$ cat src/hdl/dar_pkg.sv
// Constants and types of the drawing address register bank
// What this block does
// - Source address is 24 bits, signed or unsigned
// - Polyline uses source address without software setup
// - Source address is always linear pixel address
// - Page bits 26:24 extend source to 27 bits
// - Engine updates never touch the page bits
// - Page bits used only for monochrome blit
// - Page bits ignored for trapezoid and lines
// - Right-edge error is 18-bit two's complement
// - Error register unused for line and blit
// - Polyline end loads x start with x end
// - Signed pitch sign selects source scan direction for blit
// - Polyline start uses y start, reloaded displacement
// - Polyline end loads y start with y end
// - Trapezoid takes major increment from y register
// - Background colour feeds colour expansion source
// - Background width follows pixel depth, block mode
// - Plane mask per bit, width follows depth at 8 and 16 bpp, full 32 bits at 24 and 32 bpp
// - Only whole-word writes via queue accepted
// - Writes pass the queue before the engine
// - Source write also loads line start address
package dar_pkg;
   // Register byte offsets
   localparam logic [15:0] OFS_BACKGROUND_COLOR = 16'h1c20;
   localparam logic [15:0] OFS_SOURCE_CURRENT_ADDRESS = 16'h1c6c;
   localparam logic [15:0] OFS_RIGHT_EDGE_ERROR = 16'h1c70;
   localparam logic [15:0] OFS_X_START_OR_PITCH = 16'h1c74;
   localparam logic [15:0] OFS_Y_START_OR_MAJOR_INCREMENT = 16'h1c78;
   localparam logic [15:0] OFS_BLIT_PLANE_MASK = 16'h1c28;
   // Field layout
   localparam int SRC_W = 24;
   localparam int PAGE_LSB = 24;
   localparam int PAGE_W = 3;
   localparam int FLD18_W = 18;
   localparam int PAT_W = 27;
   // Byte enables of a full word
   localparam logic [3:0] BE_WORD = 4'hf;
   // Bus write queue depth and pointer widths
   localparam int QUEUE_DEPTH = 4;
   localparam int QPTR_W = 2;
   localparam int QCNT_W = 3;
   localparam logic [QCNT_W-1:0] QUEUE_FULL = 3'h4;
   // Reset values
   localparam logic [31:0] RESET_WORD = 32'h0000_0000;
   // Drawing operation codes
   typedef enum logic [2:0] {
      OP_LINE = 3'b000,
      OP_POLYLINE = 3'b001,
      OP_TRAP = 3'b010,
      OP_BLIT = 3'b011,
      OP_IMAGE_LOAD = 3'b100
   } dar_op_t;
   // Pixel depth codes
   typedef enum logic [1:0] {
      BPP_8 = 2'b00,
      BPP_16 = 2'b01,
      BPP_24 = 2'b10,
      BPP_32 = 2'b11
   } dar_bpp_t;
endpackage

$ cat src/hdl/dar_regs.sv
// Drawing address register bank with its bus write queue
`timescale 1ns/10ps
`default_nettype none
module dar_regs
   import dar_pkg::*;
(
   input wire logic MCLK,
   input wire logic RST_N,
   input wire logic WR_REQ,
   input wire logic [15:0] WR_ADDR,
   input wire logic [31:0] WR_DATA,
   input wire logic [3:0] WR_BE,
   output logic WR_READY,
   input wire logic ENG_HOLD,
   input wire logic [2:0] OP_MODE,
   input wire logic SRC_MONO,
   input wire logic [1:0] PIX_DEPTH,
   input wire logic BLOCK_MODE,
   input wire logic ALU_SRC_WE,
   input wire logic [23:0] ALU_SRC_DATA,
   input wire logic ALU_ERR_WE,
   input wire logic [17:0] ALU_ERR_DATA,
   input wire logic ALU_YDISP_WE,
   input wire logic [17:0] ALU_YDISP_DATA,
   input wire logic POLYLINE_END,
   input wire logic [17:0] X_END,
   input wire logic [17:0] Y_END,
   output logic [26:0] SRC_ADDR,
   output logic [31:0] SRC_ADDR_EXT,
   output logic [23:0] LINE_START_ADDR,
   output logic [23:0] ERR_EXT,
   output logic [23:0] PITCH_EXT,
   output logic [23:0] YREG_EXT,
   output logic SCAN_UP,
   output logic [31:0] BG_PIXEL,
   output logic [31:0] PLANE_MASK
);
   ////////////////////////////////////////////////////////////////////////////////
   // Bus write queue
   logic [15:0] q_addr [QUEUE_DEPTH]; // Queued addresses
   logic [31:0] q_data [QUEUE_DEPTH]; // Queued data words
   logic [QPTR_W-1:0] wp_q; // Write pointer
   logic [QPTR_W-1:0] rp_q; // Read pointer
   logic [QCNT_W-1:0] cnt_q; // Entries held
   logic [QCNT_W-1:0] cnt_d;
   logic ready_q; // Room for one more word
   wire push = WR_REQ && ready_q && (WR_BE == BE_WORD); // Whole words only
   wire pop = (cnt_q != '0) && !ENG_HOLD; // Engine takes one word per cycle
   wire [15:0] pop_addr = q_addr[rp_q];
   wire [31:0] pop_data = q_data[rp_q];

   // Count update
   always_comb begin
      cnt_d = cnt_q;
      if (push && !pop) begin
         cnt_d = cnt_q + 3'h1;
      end else if (pop && !push) begin
         cnt_d = cnt_q - 3'h1;
      end
   end

   // Queue storage
   always_ff @(posedge MCLK) begin
      if (push) begin
         q_addr[wp_q] <= WR_ADDR;
         q_data[wp_q] <= WR_DATA;
      end
   end

   // Queue pointers and ready flag
   always_ff @(posedge MCLK) begin
      if (!RST_N) begin
         wp_q <= '0;
         rp_q <= '0;
         cnt_q <= '0;
         ready_q <= 1'b0;
      end else begin
         wp_q <= push ? wp_q + 2'h1 : wp_q;
         rp_q <= pop ? rp_q + 2'h1 : rp_q;
         cnt_q <= cnt_d;
         ready_q <= (cnt_d != QUEUE_FULL);
      end
   end

   ////////////////////////////////////////////////////////////////////////////////
   // Register decode, only queued words reach the registers
   wire wr_bg = pop && (pop_addr == OFS_BACKGROUND_COLOR);
   wire wr_src = pop && (pop_addr == OFS_SOURCE_CURRENT_ADDRESS);
   wire wr_err = pop && (pop_addr == OFS_RIGHT_EDGE_ERROR);
   wire wr_x = pop && (pop_addr == OFS_X_START_OR_PITCH);
   wire wr_y = pop && (pop_addr == OFS_Y_START_OR_MAJOR_INCREMENT);
   wire wr_msk = pop && (pop_addr == OFS_BLIT_PLANE_MASK);
   wire op_auto = (OP_MODE == OP_POLYLINE);
   wire op_blit = (OP_MODE == OP_BLIT);
   wire op_line = (OP_MODE == OP_LINE);
   wire op_trap = (OP_MODE == OP_TRAP);

   logic [23:0] src_q; // Source current address
   logic [2:0] page_q; // Source page extension
   logic [23:0] lsrc_q; // Line start source address
   logic [17:0] err_q; // Right-edge error term
   logic [17:0] xreg_q; // X start or pitch
   logic [17:0] yreg_q; // Y start or major increment
   logic [31:0] bg_q; // Background colour
   logic [31:0] msk_q; // Blit plane mask

   ////////////////////////////////////////////////////////////////////////////////
   // Source address and page; host writes win over engine updates
   always_ff @(posedge MCLK) begin
      if (!RST_N) begin
         src_q <= '0;
         page_q <= '0;
         lsrc_q <= '0;
      end else if (wr_src) begin
         src_q <= pop_data[SRC_W-1:0];
         page_q <= pop_data[PAGE_LSB+PAGE_W-1:PAGE_LSB];
         lsrc_q <= pop_data[SRC_W-1:0];
      end else if (ALU_SRC_WE) begin
         src_q <= ALU_SRC_DATA; // Page kept
      end
   end

   // Right-edge error term, internal in polyline
   always_ff @(posedge MCLK) begin
      if (!RST_N) begin
         err_q <= '0;
      end else if (wr_err) begin
         err_q <= pop_data[FLD18_W-1:0];
      end else if (ALU_ERR_WE && op_auto) begin
         err_q <= ALU_ERR_DATA;
      end
   end

   // X start or pitch
   always_ff @(posedge MCLK) begin
      if (!RST_N) begin
         xreg_q <= '0;
      end else if (wr_x) begin
         xreg_q <= pop_data[FLD18_W-1:0];
      end else if (POLYLINE_END && op_auto) begin
         xreg_q <= X_END;
      end
   end

   // Y start, displacement or major increment
   always_ff @(posedge MCLK) begin
      if (!RST_N) begin
         yreg_q <= '0;
      end else if (wr_y) begin
         yreg_q <= pop_data[FLD18_W-1:0];
      end else if (POLYLINE_END && op_auto) begin
         yreg_q <= Y_END;
      end else if (ALU_YDISP_WE && op_auto) begin
         yreg_q <= ALU_YDISP_DATA;
      end
   end

   // Colour registers
   always_ff @(posedge MCLK) begin
      if (!RST_N) begin
         bg_q <= RESET_WORD;
         msk_q <= RESET_WORD;
      end else begin
         bg_q <= wr_bg ? pop_data : bg_q;
         msk_q <= wr_msk ? pop_data : msk_q;
      end
   end

   ////////////////////////////////////////////////////////////////////////////////
   // Operand shaping toward the engine
   wire page_use = op_blit && SRC_MONO;
   wire [2:0] page_eff = page_use ? page_q : 3'h0;
   wire src_sign = (op_auto || op_line || op_trap) ? src_q[SRC_W-1] : 1'b0;
   wire [23:0] err_sx = {{(SRC_W-FLD18_W){err_q[FLD18_W-1]}}, err_q};
   wire [23:0] x_sx = {{(SRC_W-FLD18_W){xreg_q[FLD18_W-1]}}, xreg_q};
   wire [23:0] y_sx = {{(SRC_W-FLD18_W){yreg_q[FLD18_W-1]}}, yreg_q};
   wire err_used = !(op_line || op_blit);
   wire pitch_neg = xreg_q[FLD18_W-1]; // Negative source pitch
   logic [31:0] bg_eff;
   logic [31:0] msk_eff;

   // Pixel depth selects the live colour bits
   always_comb begin
      bg_eff = bg_q;
      msk_eff = msk_q;
      unique case (PIX_DEPTH)
         BPP_8: begin
            bg_eff = {24'h00_0000, bg_q[7:0]};
            msk_eff = {24'h00_0000, msk_q[7:0]};
         end
         BPP_16: begin
            bg_eff = {16'h0000, bg_q[15:0]};
            msk_eff = {16'h0000, msk_q[15:0]};
         end
         BPP_24: begin
            bg_eff = BLOCK_MODE ? bg_q : {8'h00, bg_q[23:0]};
         end
         BPP_32: begin
            bg_eff = bg_q;
         end
      endcase
   end

   // Output flops
   always_ff @(posedge MCLK) begin
      if (!RST_N) begin
         SRC_ADDR <= '0;
         SRC_ADDR_EXT <= '0;
         LINE_START_ADDR <= '0;
         ERR_EXT <= '0;
         PITCH_EXT <= '0;
         YREG_EXT <= '0;
         SCAN_UP <= 1'b0;
         BG_PIXEL <= RESET_WORD;
         PLANE_MASK <= RESET_WORD;
      end else begin
         SRC_ADDR <= {page_eff, src_q}; // Linear address
         SRC_ADDR_EXT <= {{8{src_sign}}, src_q};
         LINE_START_ADDR <= lsrc_q;
         ERR_EXT <= err_used ? err_sx : 24'h00_0000;
         PITCH_EXT <= x_sx;
         YREG_EXT <= y_sx;
         SCAN_UP <= op_blit && pitch_neg; // Bottom to top
         BG_PIXEL <= bg_eff;
         PLANE_MASK <= msk_eff;
      end
   end

   assign WR_READY = ready_q;
endmodule
`default_nettype wire

$ cat config.mk
export PLATFORM = sky130hd
export DESIGN_NAME = dar_regs
export DESIGN_NICKNAME = d
export VERILOG_FILES = /design/src/hdl/dar_pkg.sv /design/src/hdl/dar_regs.sv
export SDC_FILE = /design/constraint.sdc
export NUM_CORES = 1
export LEC_CHECK = 0
export BUFFER_PORTS_ARGS = -buffer_cell sky130_fd_sc_hd__buf_2
export CAP_MARGIN = 5
export CORE_MARGIN = 1
export CORE_UTILIZATION = 47
export CTS_CLUSTER_SIZE = 30
export DETAILED_ROUTE_END_ITERATION = 16
export HOLD_SLACK_MARGIN = 0.1
export PLACE_DENSITY = 0.7
export SETUP_SLACK_MARGIN = 0.05
export SLEW_MARGIN = 20
export SYNTH_ARGS = -nofsm -noshare
export SYNTH_HDL_FRONTEND = slang
export SYNTH_SLANG_ARGS = --single-unit
$ cat constraint.sdc
create_clock -name MCLK -period 3.2 [get_ports MCLK]
set_input_delay 0.32 -clock MCLK [delete_from_list [all_inputs] [get_ports MCLK]]
set_output_delay 0.32 -clock MCLK [all_outputs]
set_load 0.005 [all_outputs]
==> reports/metrics.yaml, run 1 <==
min_path_type: "in2reg"
synthMuxAreaShare_pct: 17.47
grt_max_degree: 141
drc: 0
fin_worst_skew_ps: 22.26
gp_congestion: 0.7774
avgSynthCellArea_sq_um: 13.54
cp_slowest_stage_delay_ps: 630
critical_path_depth: 8
fp-row-count: 74
cts.htree.levels: 2
initial_core_util_pct: 47.75
first_iter_violations: 548
portBuffers: 383
final_common_cell: "buf_2"
cts_buffer_depth: 3
die-area_sq_um: 42390
crit_family: "simple AND/OR/NAND/NOR gates"
drv_cap: 0
synth_flop_cell: "dfxtp_1"
path_max_fanout: 24
clock_latency_ps: 600
r2r.worst_path.cells: 8
leakagePower_uw: 0.01077
async_flop_share_pct: 0
period_needed_ps: 2803
dieWidth_microns: 205.9
drtPass1Iterations: 6
powerDensity_nw_per_um2: 617.6
cts_root_buf: "clkbuf_16"
syn_nets: 1613
status: "finished clean"
grt_pass1_vias: 11880
yosysTopAreaCell: "dfxtp_1"
startpoint_type: "flip-flop"
drive_above_1_share_pct: 31.59
synth_top_family_by_area: "multiplexers"
grt_pass1_wl_microns: 68740
post-cts-setup-buffer-count: 0
mostFrequentLayoutCells: "buf_2 (382), dfxtp_1 (348), nand2_1 (208)"
wirelength_microns: 47200
crit_type: "reg2reg"
synth-seq-cells: 542
synth_cell_types: 51
synth_fa_ha_area_share_pct: 0.4995
yosysSeqAreaShare_pct: 65.36
crit_path_end_kind: "flip-flop"
synthXorXnorAreaFrac_pct: 0.2689
clk_pin_slew_ps: 60
ant_nets: 0
fin_ws_ps: 397.1
synthSimpleGateAreaFrac_pct: 10.37
fmax_ghz: 0.3568
rsz0062_at_grt: "false"
num_vias: 11970
num_io_pins: 384
synth_edf_count: 192
area_growth_pct: 23.28
cp.required_ps: 3630
cts_tree: "yes"
max-vdd-ir-drop_mv: 0.4121
cts-resized-gates: 0
yosys.area.top_type_share_pct: 35.86
cts-hold-fix-buffers: 67
worstMarginPinSlew_ps: 863.0
wl_per_cell_microns: 19.42
fin_setup_tns_ps: 0
dp_cells: 2253
fin_total_pwr_uw: 14880
grt_usage_pct: 22.01
die_height_microns: 205.9
grt.overflow.total: 0
hold_slack_ps: 131.0
setup_violations: 0
hold_viol: 0
design.core.area_sq_um: 40920
syn_area_sq_um: 19540
maxSlewHeadroom_pct: 42.25
antenna_found_initial: 11
final_nets: 2015
dp_hpwl_microns: 32000
clock_sinks: 542
netlist_instances: 1443
crit_chain: "inv_1, ha_1, nor2b_1, or2_2, nor4_2, nand4_4, buf_12, mux2i_1"
vias_per_cell: 4.925
synth_area_leaders: "dfxtp_1 (36%), edfxtp_1 (30%), mux2i_1 (9.6%)"
yosysWarningCount: 0
instances_no_fill: 2431
path_buf_inv: 2
pre_cts_slack_ps: 411.1
final-max-slew-violation-count: 0
cp.arrival_ps: 3240
whs_path_depth: 4
slowest_stage: "nor4_2"
cts_made_buffers: 55
fin_crit_sh_pct: 87.59
n_fill_cell: 3305
synth_compound_area_share_pct: 1.012
registers in the layout (all words and copies together) (netlist names), 18 cells and up, named ones only:
signal and cells:
LINE_START_ADDR 24, xreg_q 18, bg_q 32, lsrc_q 24, YREG_EXT 18, PLANE_MASK 32
q_addr 64, src_q 24, SRC_ADDR_EXT 25, yreg_q 18, err_q 18, BG_PIXEL 32
ERR_EXT 18, msk_q 32, PITCH_EXT 18, q_data 128
per-layer routing:
| layer | vias to the layer above | wire length (microns) | global-route usage, % |
|---|---|---|---|
| met5 | - | 18 | 0 |
| met4 | 4 | 1117 | 7.852 |
| met3 | 67 | 2332 | 4.100 |
| met2 | 341 | 23770 | 38.41 |
| met1 | 5802 | 19970 | 27.18 |
| li1 | 5759 | - | - |
stage by stage:
stage	instance area, sq um	util [%]
after floorplan	19540	-
after global placement	21640	52.87
after detailed placement	21640	52.87
after CTS	24060	58.80
after global routing	24080	58.83
final	24090	58.86
cells by family after synthesis:
family	count (synthesis)
adder cells (fa/ha/maj)	8
XOR/XNOR	6
AND/OR/NAND/NOR	402
flip-flops	542
multiplexers	286
buffers and inverters	172
AO/OA/AOI/OAI	27
final timing paths:
kind	startpoint	slack (ps)	endpoint
worst min register to register	lsrc_q[12]$_SDFFE_PN0P_	430	LINE_START_ADDR[12]$_SDFF_PN0_
worst min-delay path	ALU_SRC_DATA[6]	130	src_q[6]$_SDFFE_PN0P_
worst max-delay path	cnt_q[0]$_SDFF_PN0_	400	msk_q[14]$_SDFFE_PN0P_
worst max register to register	cnt_q[0]$_SDFF_PN0_	400	msk_q[14]$_SDFFE_PN0P_
synth_stat cells, drive strengths merged (2+ instances only):
master / number
o21ai: 2
nor3: 2
and2: 112
and3: 27
nor4b: 3
nand4b: 2
nand4: 4
or2: 5
mux4: 38
edfxtp: 192
nor2: 17
ha: 7
mux2i: 188
nand3: 3
nand2b: 4
nand2: 208
o211ai: 18
nor3b: 2
clkbuf: 50
buf: 76
nor4bb: 4
mux2: 60
dfxtp: 350
inv: 46
xor2: 2
xnor2: 4
or4b: 2
layout make-up:
| class | instances | area (sq um) | area share (%) |
|---|---|---|---|
| antenna | 9 | 22.52 | 0.09349 |
| clock buffer | 78 | 1534 | 6.368 |
| clock inverter | 24 | 224.0 | 0.9297 |
| inverter | 46 | 172.7 | 0.7168 |
| multi-input combinational | 729 | 5839 | 24.24 |
| sequential | 542 | 12780 | 53.04 |
| tap | 532 | 665.6 | 2.763 |
| timing repair buffer | 471 | 2854 | 11.85 |
worst reg2reg max path, stage by stage (launching register included):
cell and delay (ps):
dfxtp_1 380, inv_1 80, ha_1 190, nor2b_1 140, or2_2 340, nor4_2 630
nand4_4 410, buf_12 300, mux2i_1 160
power by group:
group / switching [uW] / internal, uW
Sequential: 84.7 / 7240
Clock: 2590 / 3590
Combinational: 751 / 631
Total: 3420 / 11500
Power figures use the tool's default switching activity.
==> inputs of run 2 (changes only) <==
--- a/config.mk
+++ b/config.mk
@@ -11,6 +11,7 @@
 export CORE_UTILIZATION = 47
 export CTS_CLUSTER_SIZE = 30
 export DETAILED_ROUTE_END_ITERATION = 16
+export GPL_TIMING_DRIVEN = 0
 export HOLD_SLACK_MARGIN = 0.1
 export PLACE_DENSITY = 0.7
 export SETUP_SLACK_MARGIN = 0.05
==> constraint.sdc (replaced) <==
create_clock -name MCLK -period 3.2 [get_ports MCLK]
set_input_delay 0.16 -clock MCLK [delete_from_list [all_inputs] [get_ports MCLK]]
set_output_delay 0.16 -clock MCLK [all_outputs]
set_load 0.005 [all_outputs]
==> reports/metrics.yaml, run 2 (synthesis results as in run 1) <==
die_height_microns: 205.9
drv_cap: 0
path_max_fanout: 10
path_buf_inv: 5
final-max-slew-violation-count: 0
status: "finished clean"
first_iter_violations: 679
crit_path_end_kind: "flip-flop"
fin_ws_ps: 272.4
placed_cell_area_sq_um: 22120
ant_nets: 0
slowest_stage: "clkbuf_1"
cp.required_ps: 3640
fp-row-count: 74
powerDensity_nw_per_um2: 593.2
cts_tree: "yes"
setup_violations: 0
startpoint_type: "input port"
crit_type: "in2reg"
dieWidth_microns: 205.9
cp_slowest_stage_delay_ps: 610
grt_max_degree: 49
cts_buffer_depth: 3
grt_pass1_wl_microns: 76030
antenna_found_initial: 7
cts.htree.levels: 2
top_regs: "q_data: 128 flops, q_addr: 64 flops"
leakagePower_uw: 0.01138
mostFrequentLayoutCells: "buf_2 (393), dfxtp_1 (350), nand2_1 (208)"
final_common_cell: "buf_2"
crit_family: "buffers and inverters"
grt_pass1_vias: 13060
num_io_pins: 384
largest_register_ffs: 128
fin_util_pct: 61.99
final_nets: 2198
drc: 0
fin_crit_sh_pct: 91.49
worstMarginPinSlew_ps: 878.9
maxSlewHeadroom_pct: 41.41
min_path_type: "in2reg"
fmax_ghz: 0.3416
pre_cts_slack_ps: 406.1
drive_above_1_share_pct: 31.00
final_area_sq_um: 25370
r2r_slack_ps: 440
n_fill_cell: 3107
clock_sinks: 542
rsz0062_at_grt: "false"
max-vdd-ir-drop_mv: 0.4730
design.core.area_sq_um: 40920
fin_worst_skew_ps: 17.02
grt_usage_pct: 24.48
fin_setup_tns_ps: 0
initial_core_util_pct: 47.75
cp.arrival_ps: 3360
vias_per_cell: 4.917
regMostFlops: "q_data"
clk_pin_slew_ps: 60
clock_latency_ps: 590
cts_made_buffers: 52
hold_viol: 0
drtPass1Iterations: 5
wl_per_cell_microns: 20.20
dp_hpwl_microns: 37040
wirelength_microns: 52640
period_needed_ps: 2928
gp_congestion: 0.9214
portBuffers: 381
area_growth_pct: 29.83
grt.overflow.total: 0
die-area_sq_um: 42390
crit_chain: "dlygate4sd3_1, buf_2, nor4bb_1, clkbuf_1, clkbuf_1, mux2i_1, dlygate4sd3_1, nand2_1, o211ai_1, mux2i_1"
cts_root_buf: "clkbuf_16"
post-cts-setup-buffer-count: 0
num_vias: 12810
## run 2: cell types whose count changed in the layout (fill, tap and decap cells not counted), moves of 4 or more
cell | before | now
and2_2 | 4 | 0
and2_4 | 0 | 4
buf_6 | 0 | 4
buf_2 | 382 | 393
clkbuf_1 | 17 | 60
clkinv_4 | 4 | 0
dlygate4sd3_1 | 67 | 150
buf_4 | 13 | 51
## run 2: power breakdown
group | total, uW | leakage [uW] | switching (uW) | internal, uW
Combinational | 1570 | 0.00596 | 839 | 733
Clock | 6190 | 0.000855 | 2540 | 3640
Sequential | 7290 | 0.00456 | 62.4 | 7230
## run 2: final timing paths
path,startpoint,cells past startpoint,endpoint
max,OP_MODE[2],10,yreg_q[6]$_SDFFE_PN0P_
min,Y_END[11],5,yreg_q[11]$_SDFFE_PN0P_
max reg2reg,cnt_q[1]$_SDFF_PN0_,8,bg_q[1]$_SDFFE_PN0P_
min reg2reg,lsrc_q[9]$_SDFFE_PN0P_,2,LINE_START_ADDR[9]$_SDFF_PN0_
## run 2: tightest hold or removal path, stage by stage
cell and delay [ps]:
buf_2 90, mux2i_1 90, nand2_1 80, o211ai_1 90, mux2i_1 150
## run 2: metrics by stage
step                hold slack (ps)  cells  total power (uW)
floorplan                     258.9   1443              8325
global placement              372.2   2356              8843
detailed placement            375.0   2356              8872
CTS                           105.8   2600             15160
global route                  167.7   2605             15560
finish                        132.2   2606             15050
## run 2: cell type report
| class | count | area, sq um | area share (%) |
|---|---|---|---|
| Antenna cell | 6 | 15.01 | 0.05918 |
| Buffer | 126 | 807.0 | 3.181 |
| Clock buffer | 72 | 1488 | 5.864 |
| Clock inverter | 22 | 242.7 | 0.9568 |
| Inverter | 46 | 172.7 | 0.6806 |
| Multi-Input combinational cell | 729 | 5798 | 22.85 |
| Sequential cell | 542 | 12770 | 50.35 |
| Tap cell | 532 | 665.6 | 2.624 |
| Timing Repair Buffer | 531 | 3408 | 13.43 |
## run 2: repair_timing
action                     4_1_cts  5_1_grt
setup endpoints to repair        0        0
resized for setup                0        0
hold endpoints to repair       290        0
hold buffers                   150        0
## run 2: per-layer routing
metal / wire (microns) / part of all wire (%) / vias up / track usage (%)
li1: - / - / 6131 / -
met1: 21630 / 41 / 6208 / 29.45
met2: 26930 / 51 / 391 / 44.31
met3: 2625 / 5.0 / 81 / 4.273
met4: 1443 / 2.7 / 2 / 7.721
met5: 10 / 0.019 / - / 0
==> inputs of run 3 (changes only) <==
--- a/config.mk
+++ b/config.mk
@@ -14,6 +14,7 @@
 export GPL_TIMING_DRIVEN = 0
 export HOLD_SLACK_MARGIN = 0.1
 export PLACE_DENSITY = 0.7
+export REMOVE_ABC_BUFFERS = 1
 export SETUP_SLACK_MARGIN = 0.05
 export SLEW_MARGIN = 20
 export SYNTH_ARGS = -nofsm -noshare
==> reports/metrics.yaml, run 3 (synthesis results as in run 1) <==
status: "finished clean"
antenna_found_initial: 4
min_path_type: "in2reg"
wl_met3_microns: 2224
drtPass1Iterations: 4
design.core.area_sq_um: 40920
fin_crit_sh_pct: 91.84
first_iter_violations: 521
largest_register_ffs: 128
rsz0062_at_grt: "false"
period_needed_ps: 2939
final-max-slew-violation-count: 0
vias_per_cell: 4.949
initial_core_util_pct: 47.75
die-area_sq_um: 42390
final_common_cell: "buf_2"
final_nets: 2111
num_vias: 12470
drive_above_1_share_pct: 31.39
gp_congestion: 0.7658
cts_tree: "yes"
num_io_pins: 384
crit_path_end_kind: "flip-flop"
multiInputGateArea_sq_um: 5877
cp.required_ps: 3690
wl_met1_microns: 20170
wl_per_cell_microns: 18.62
clk_pin_slew_ps: 60
crit_chain: "or4b_1, or4_1, nand4_2, nor3b_4, buf_4, buf_8, buf_6, mux2i_1"
area_growth_pct: 29.13
instances_no_fill: 2520
cts_root_buf: "clkbuf_16"
startpoint_type: "flip-flop"
portBuffers: 383
setup_violations: 0
powerDensity_nw_per_um2: 593.7
maxSlewHeadroom_pct: 32.78
dieWidth_microns: 205.9
cts_made_buffers: 54
drc: 0
grt_usage_pct: 21.94
wirelength_microns: 46930
grt.overflow.total: 0
fin_worst_skew_ps: 25.06
ant_nets: 0
mostFrequentLayoutCells: "buf_2 (382), dfxtp_1 (348), nand2_1 (208)"
hold_viol: 0
wl_met2_microns: 23380
grt_pass1_vias: 12540
leakagePower_uw: 0.01127
highest_layer: "met4"
path_max_fanout: 22
fp-row-count: 74
clock_sinks: 542
seqCellArea_sq_um: 12780
regMostFlops: "q_data"
top_regs: "q_data: 128 flops, q_addr: 64 flops"
dp_hpwl_microns: 29430
worstMarginPinSlew_ps: 1001
cts.htree.levels: 2
cp_slowest_stage_delay_ps: 640
max-vdd-ir-drop_mv: 0.4721
grt_pass1_wl_microns: 69960
n_fill_cell: 3109
fin_total_pwr_uw: 14980
crit_type: "reg2reg"
dp_cells: 2256
slowest_stage: "dfxtp_4"
cp.arrival_ps: 3430
grt_max_degree: 141
fmax_ghz: 0.3403
cts_buffer_depth: 3
die_height_microns: 205.9
clock_latency_ps: 600
drv_cap: 0
[run 3: worst paths after layout]
kind / startpoint / endpoint / slack [ps] / cells past startpoint
max: flip-flop / src_q[20]$_SDFFE_PN0P_ / 260 / 8
min: PIX_DEPTH[1] / BG_PIXEL[18]$_SDFF_PN0_ / 160 / 2
max reg2reg: flip-flop / src_q[20]$_SDFFE_PN0P_ / 260 / 8
min reg2reg: msk_q[3]$_SDFFE_PN0P_ / PLANE_MASK[3]$_SDFF_PN0_ / 420 / 2
[run 3: per-stage QoR]
stage / utilization (%) / setup slack (ps) / hold slack [ps] / area [sq um] / TNS [ps]
finish: 61.65 / 261.1 / 157.7 / 25230 / 0
global route: 61.65 / 164.9 / 147.3 / 25230 / 0
CTS: 61.51 / 43.50 / 130.0 / 25170 / 0
detailed placement: 53.37 / -304.5 / 380.2 / 21840 / -16800
global placement: 52.09 / -6812 / 372.0 / 21320 / -1108360
floorplan: - / -3096 / 258.9 / 18730 / -308390
[run 3: layout make-up]
type | instances | area share (%)
antenna | 3 | 0.02975
clock buffer | 86 | 6.640
clock inverter | 14 | 0.3422
inverter | 46 | 0.6843
multi-input combinational | 729 | 23.29
sequential | 542 | 50.65
tap | 532 | 2.638
timing repair buffer | 568 | 15.72
[run 3: power by group]
group | internal, uW | switching [uW]
registers | 7230 | 77.8
clock network | 3590 | 2570
logic | 768 | 744
[run 3: critical path, delay by kind of cell (launching register included)]
kind	cells	cell delay, ps
AND/OR/NAND/NOR	4	1430
buffers and inverters	3	510
flip-flops	1	640
multiplexers	1	250
[run 3: timing repair]
| action | CTS | global route |
|---|---|---|
| gates cloned | 0 | 0 |
| gates resized for setup | 2 | 0 |
| hold endpoints to repair | 296 | 0 |
| setup buffers | 5 | 5 |
| setup endpoints to repair | 120 | 52 |
| hold buffers | 151 | 0 |
| pin swaps | 2 | 1 |
[run 3: layer usage]
metal,global-route usage [%],up-vias
met5,0,-
met4,7.012,0
met3,4.100,69
met2,38.12,350
met1,27.57,6097
li1,-,5956
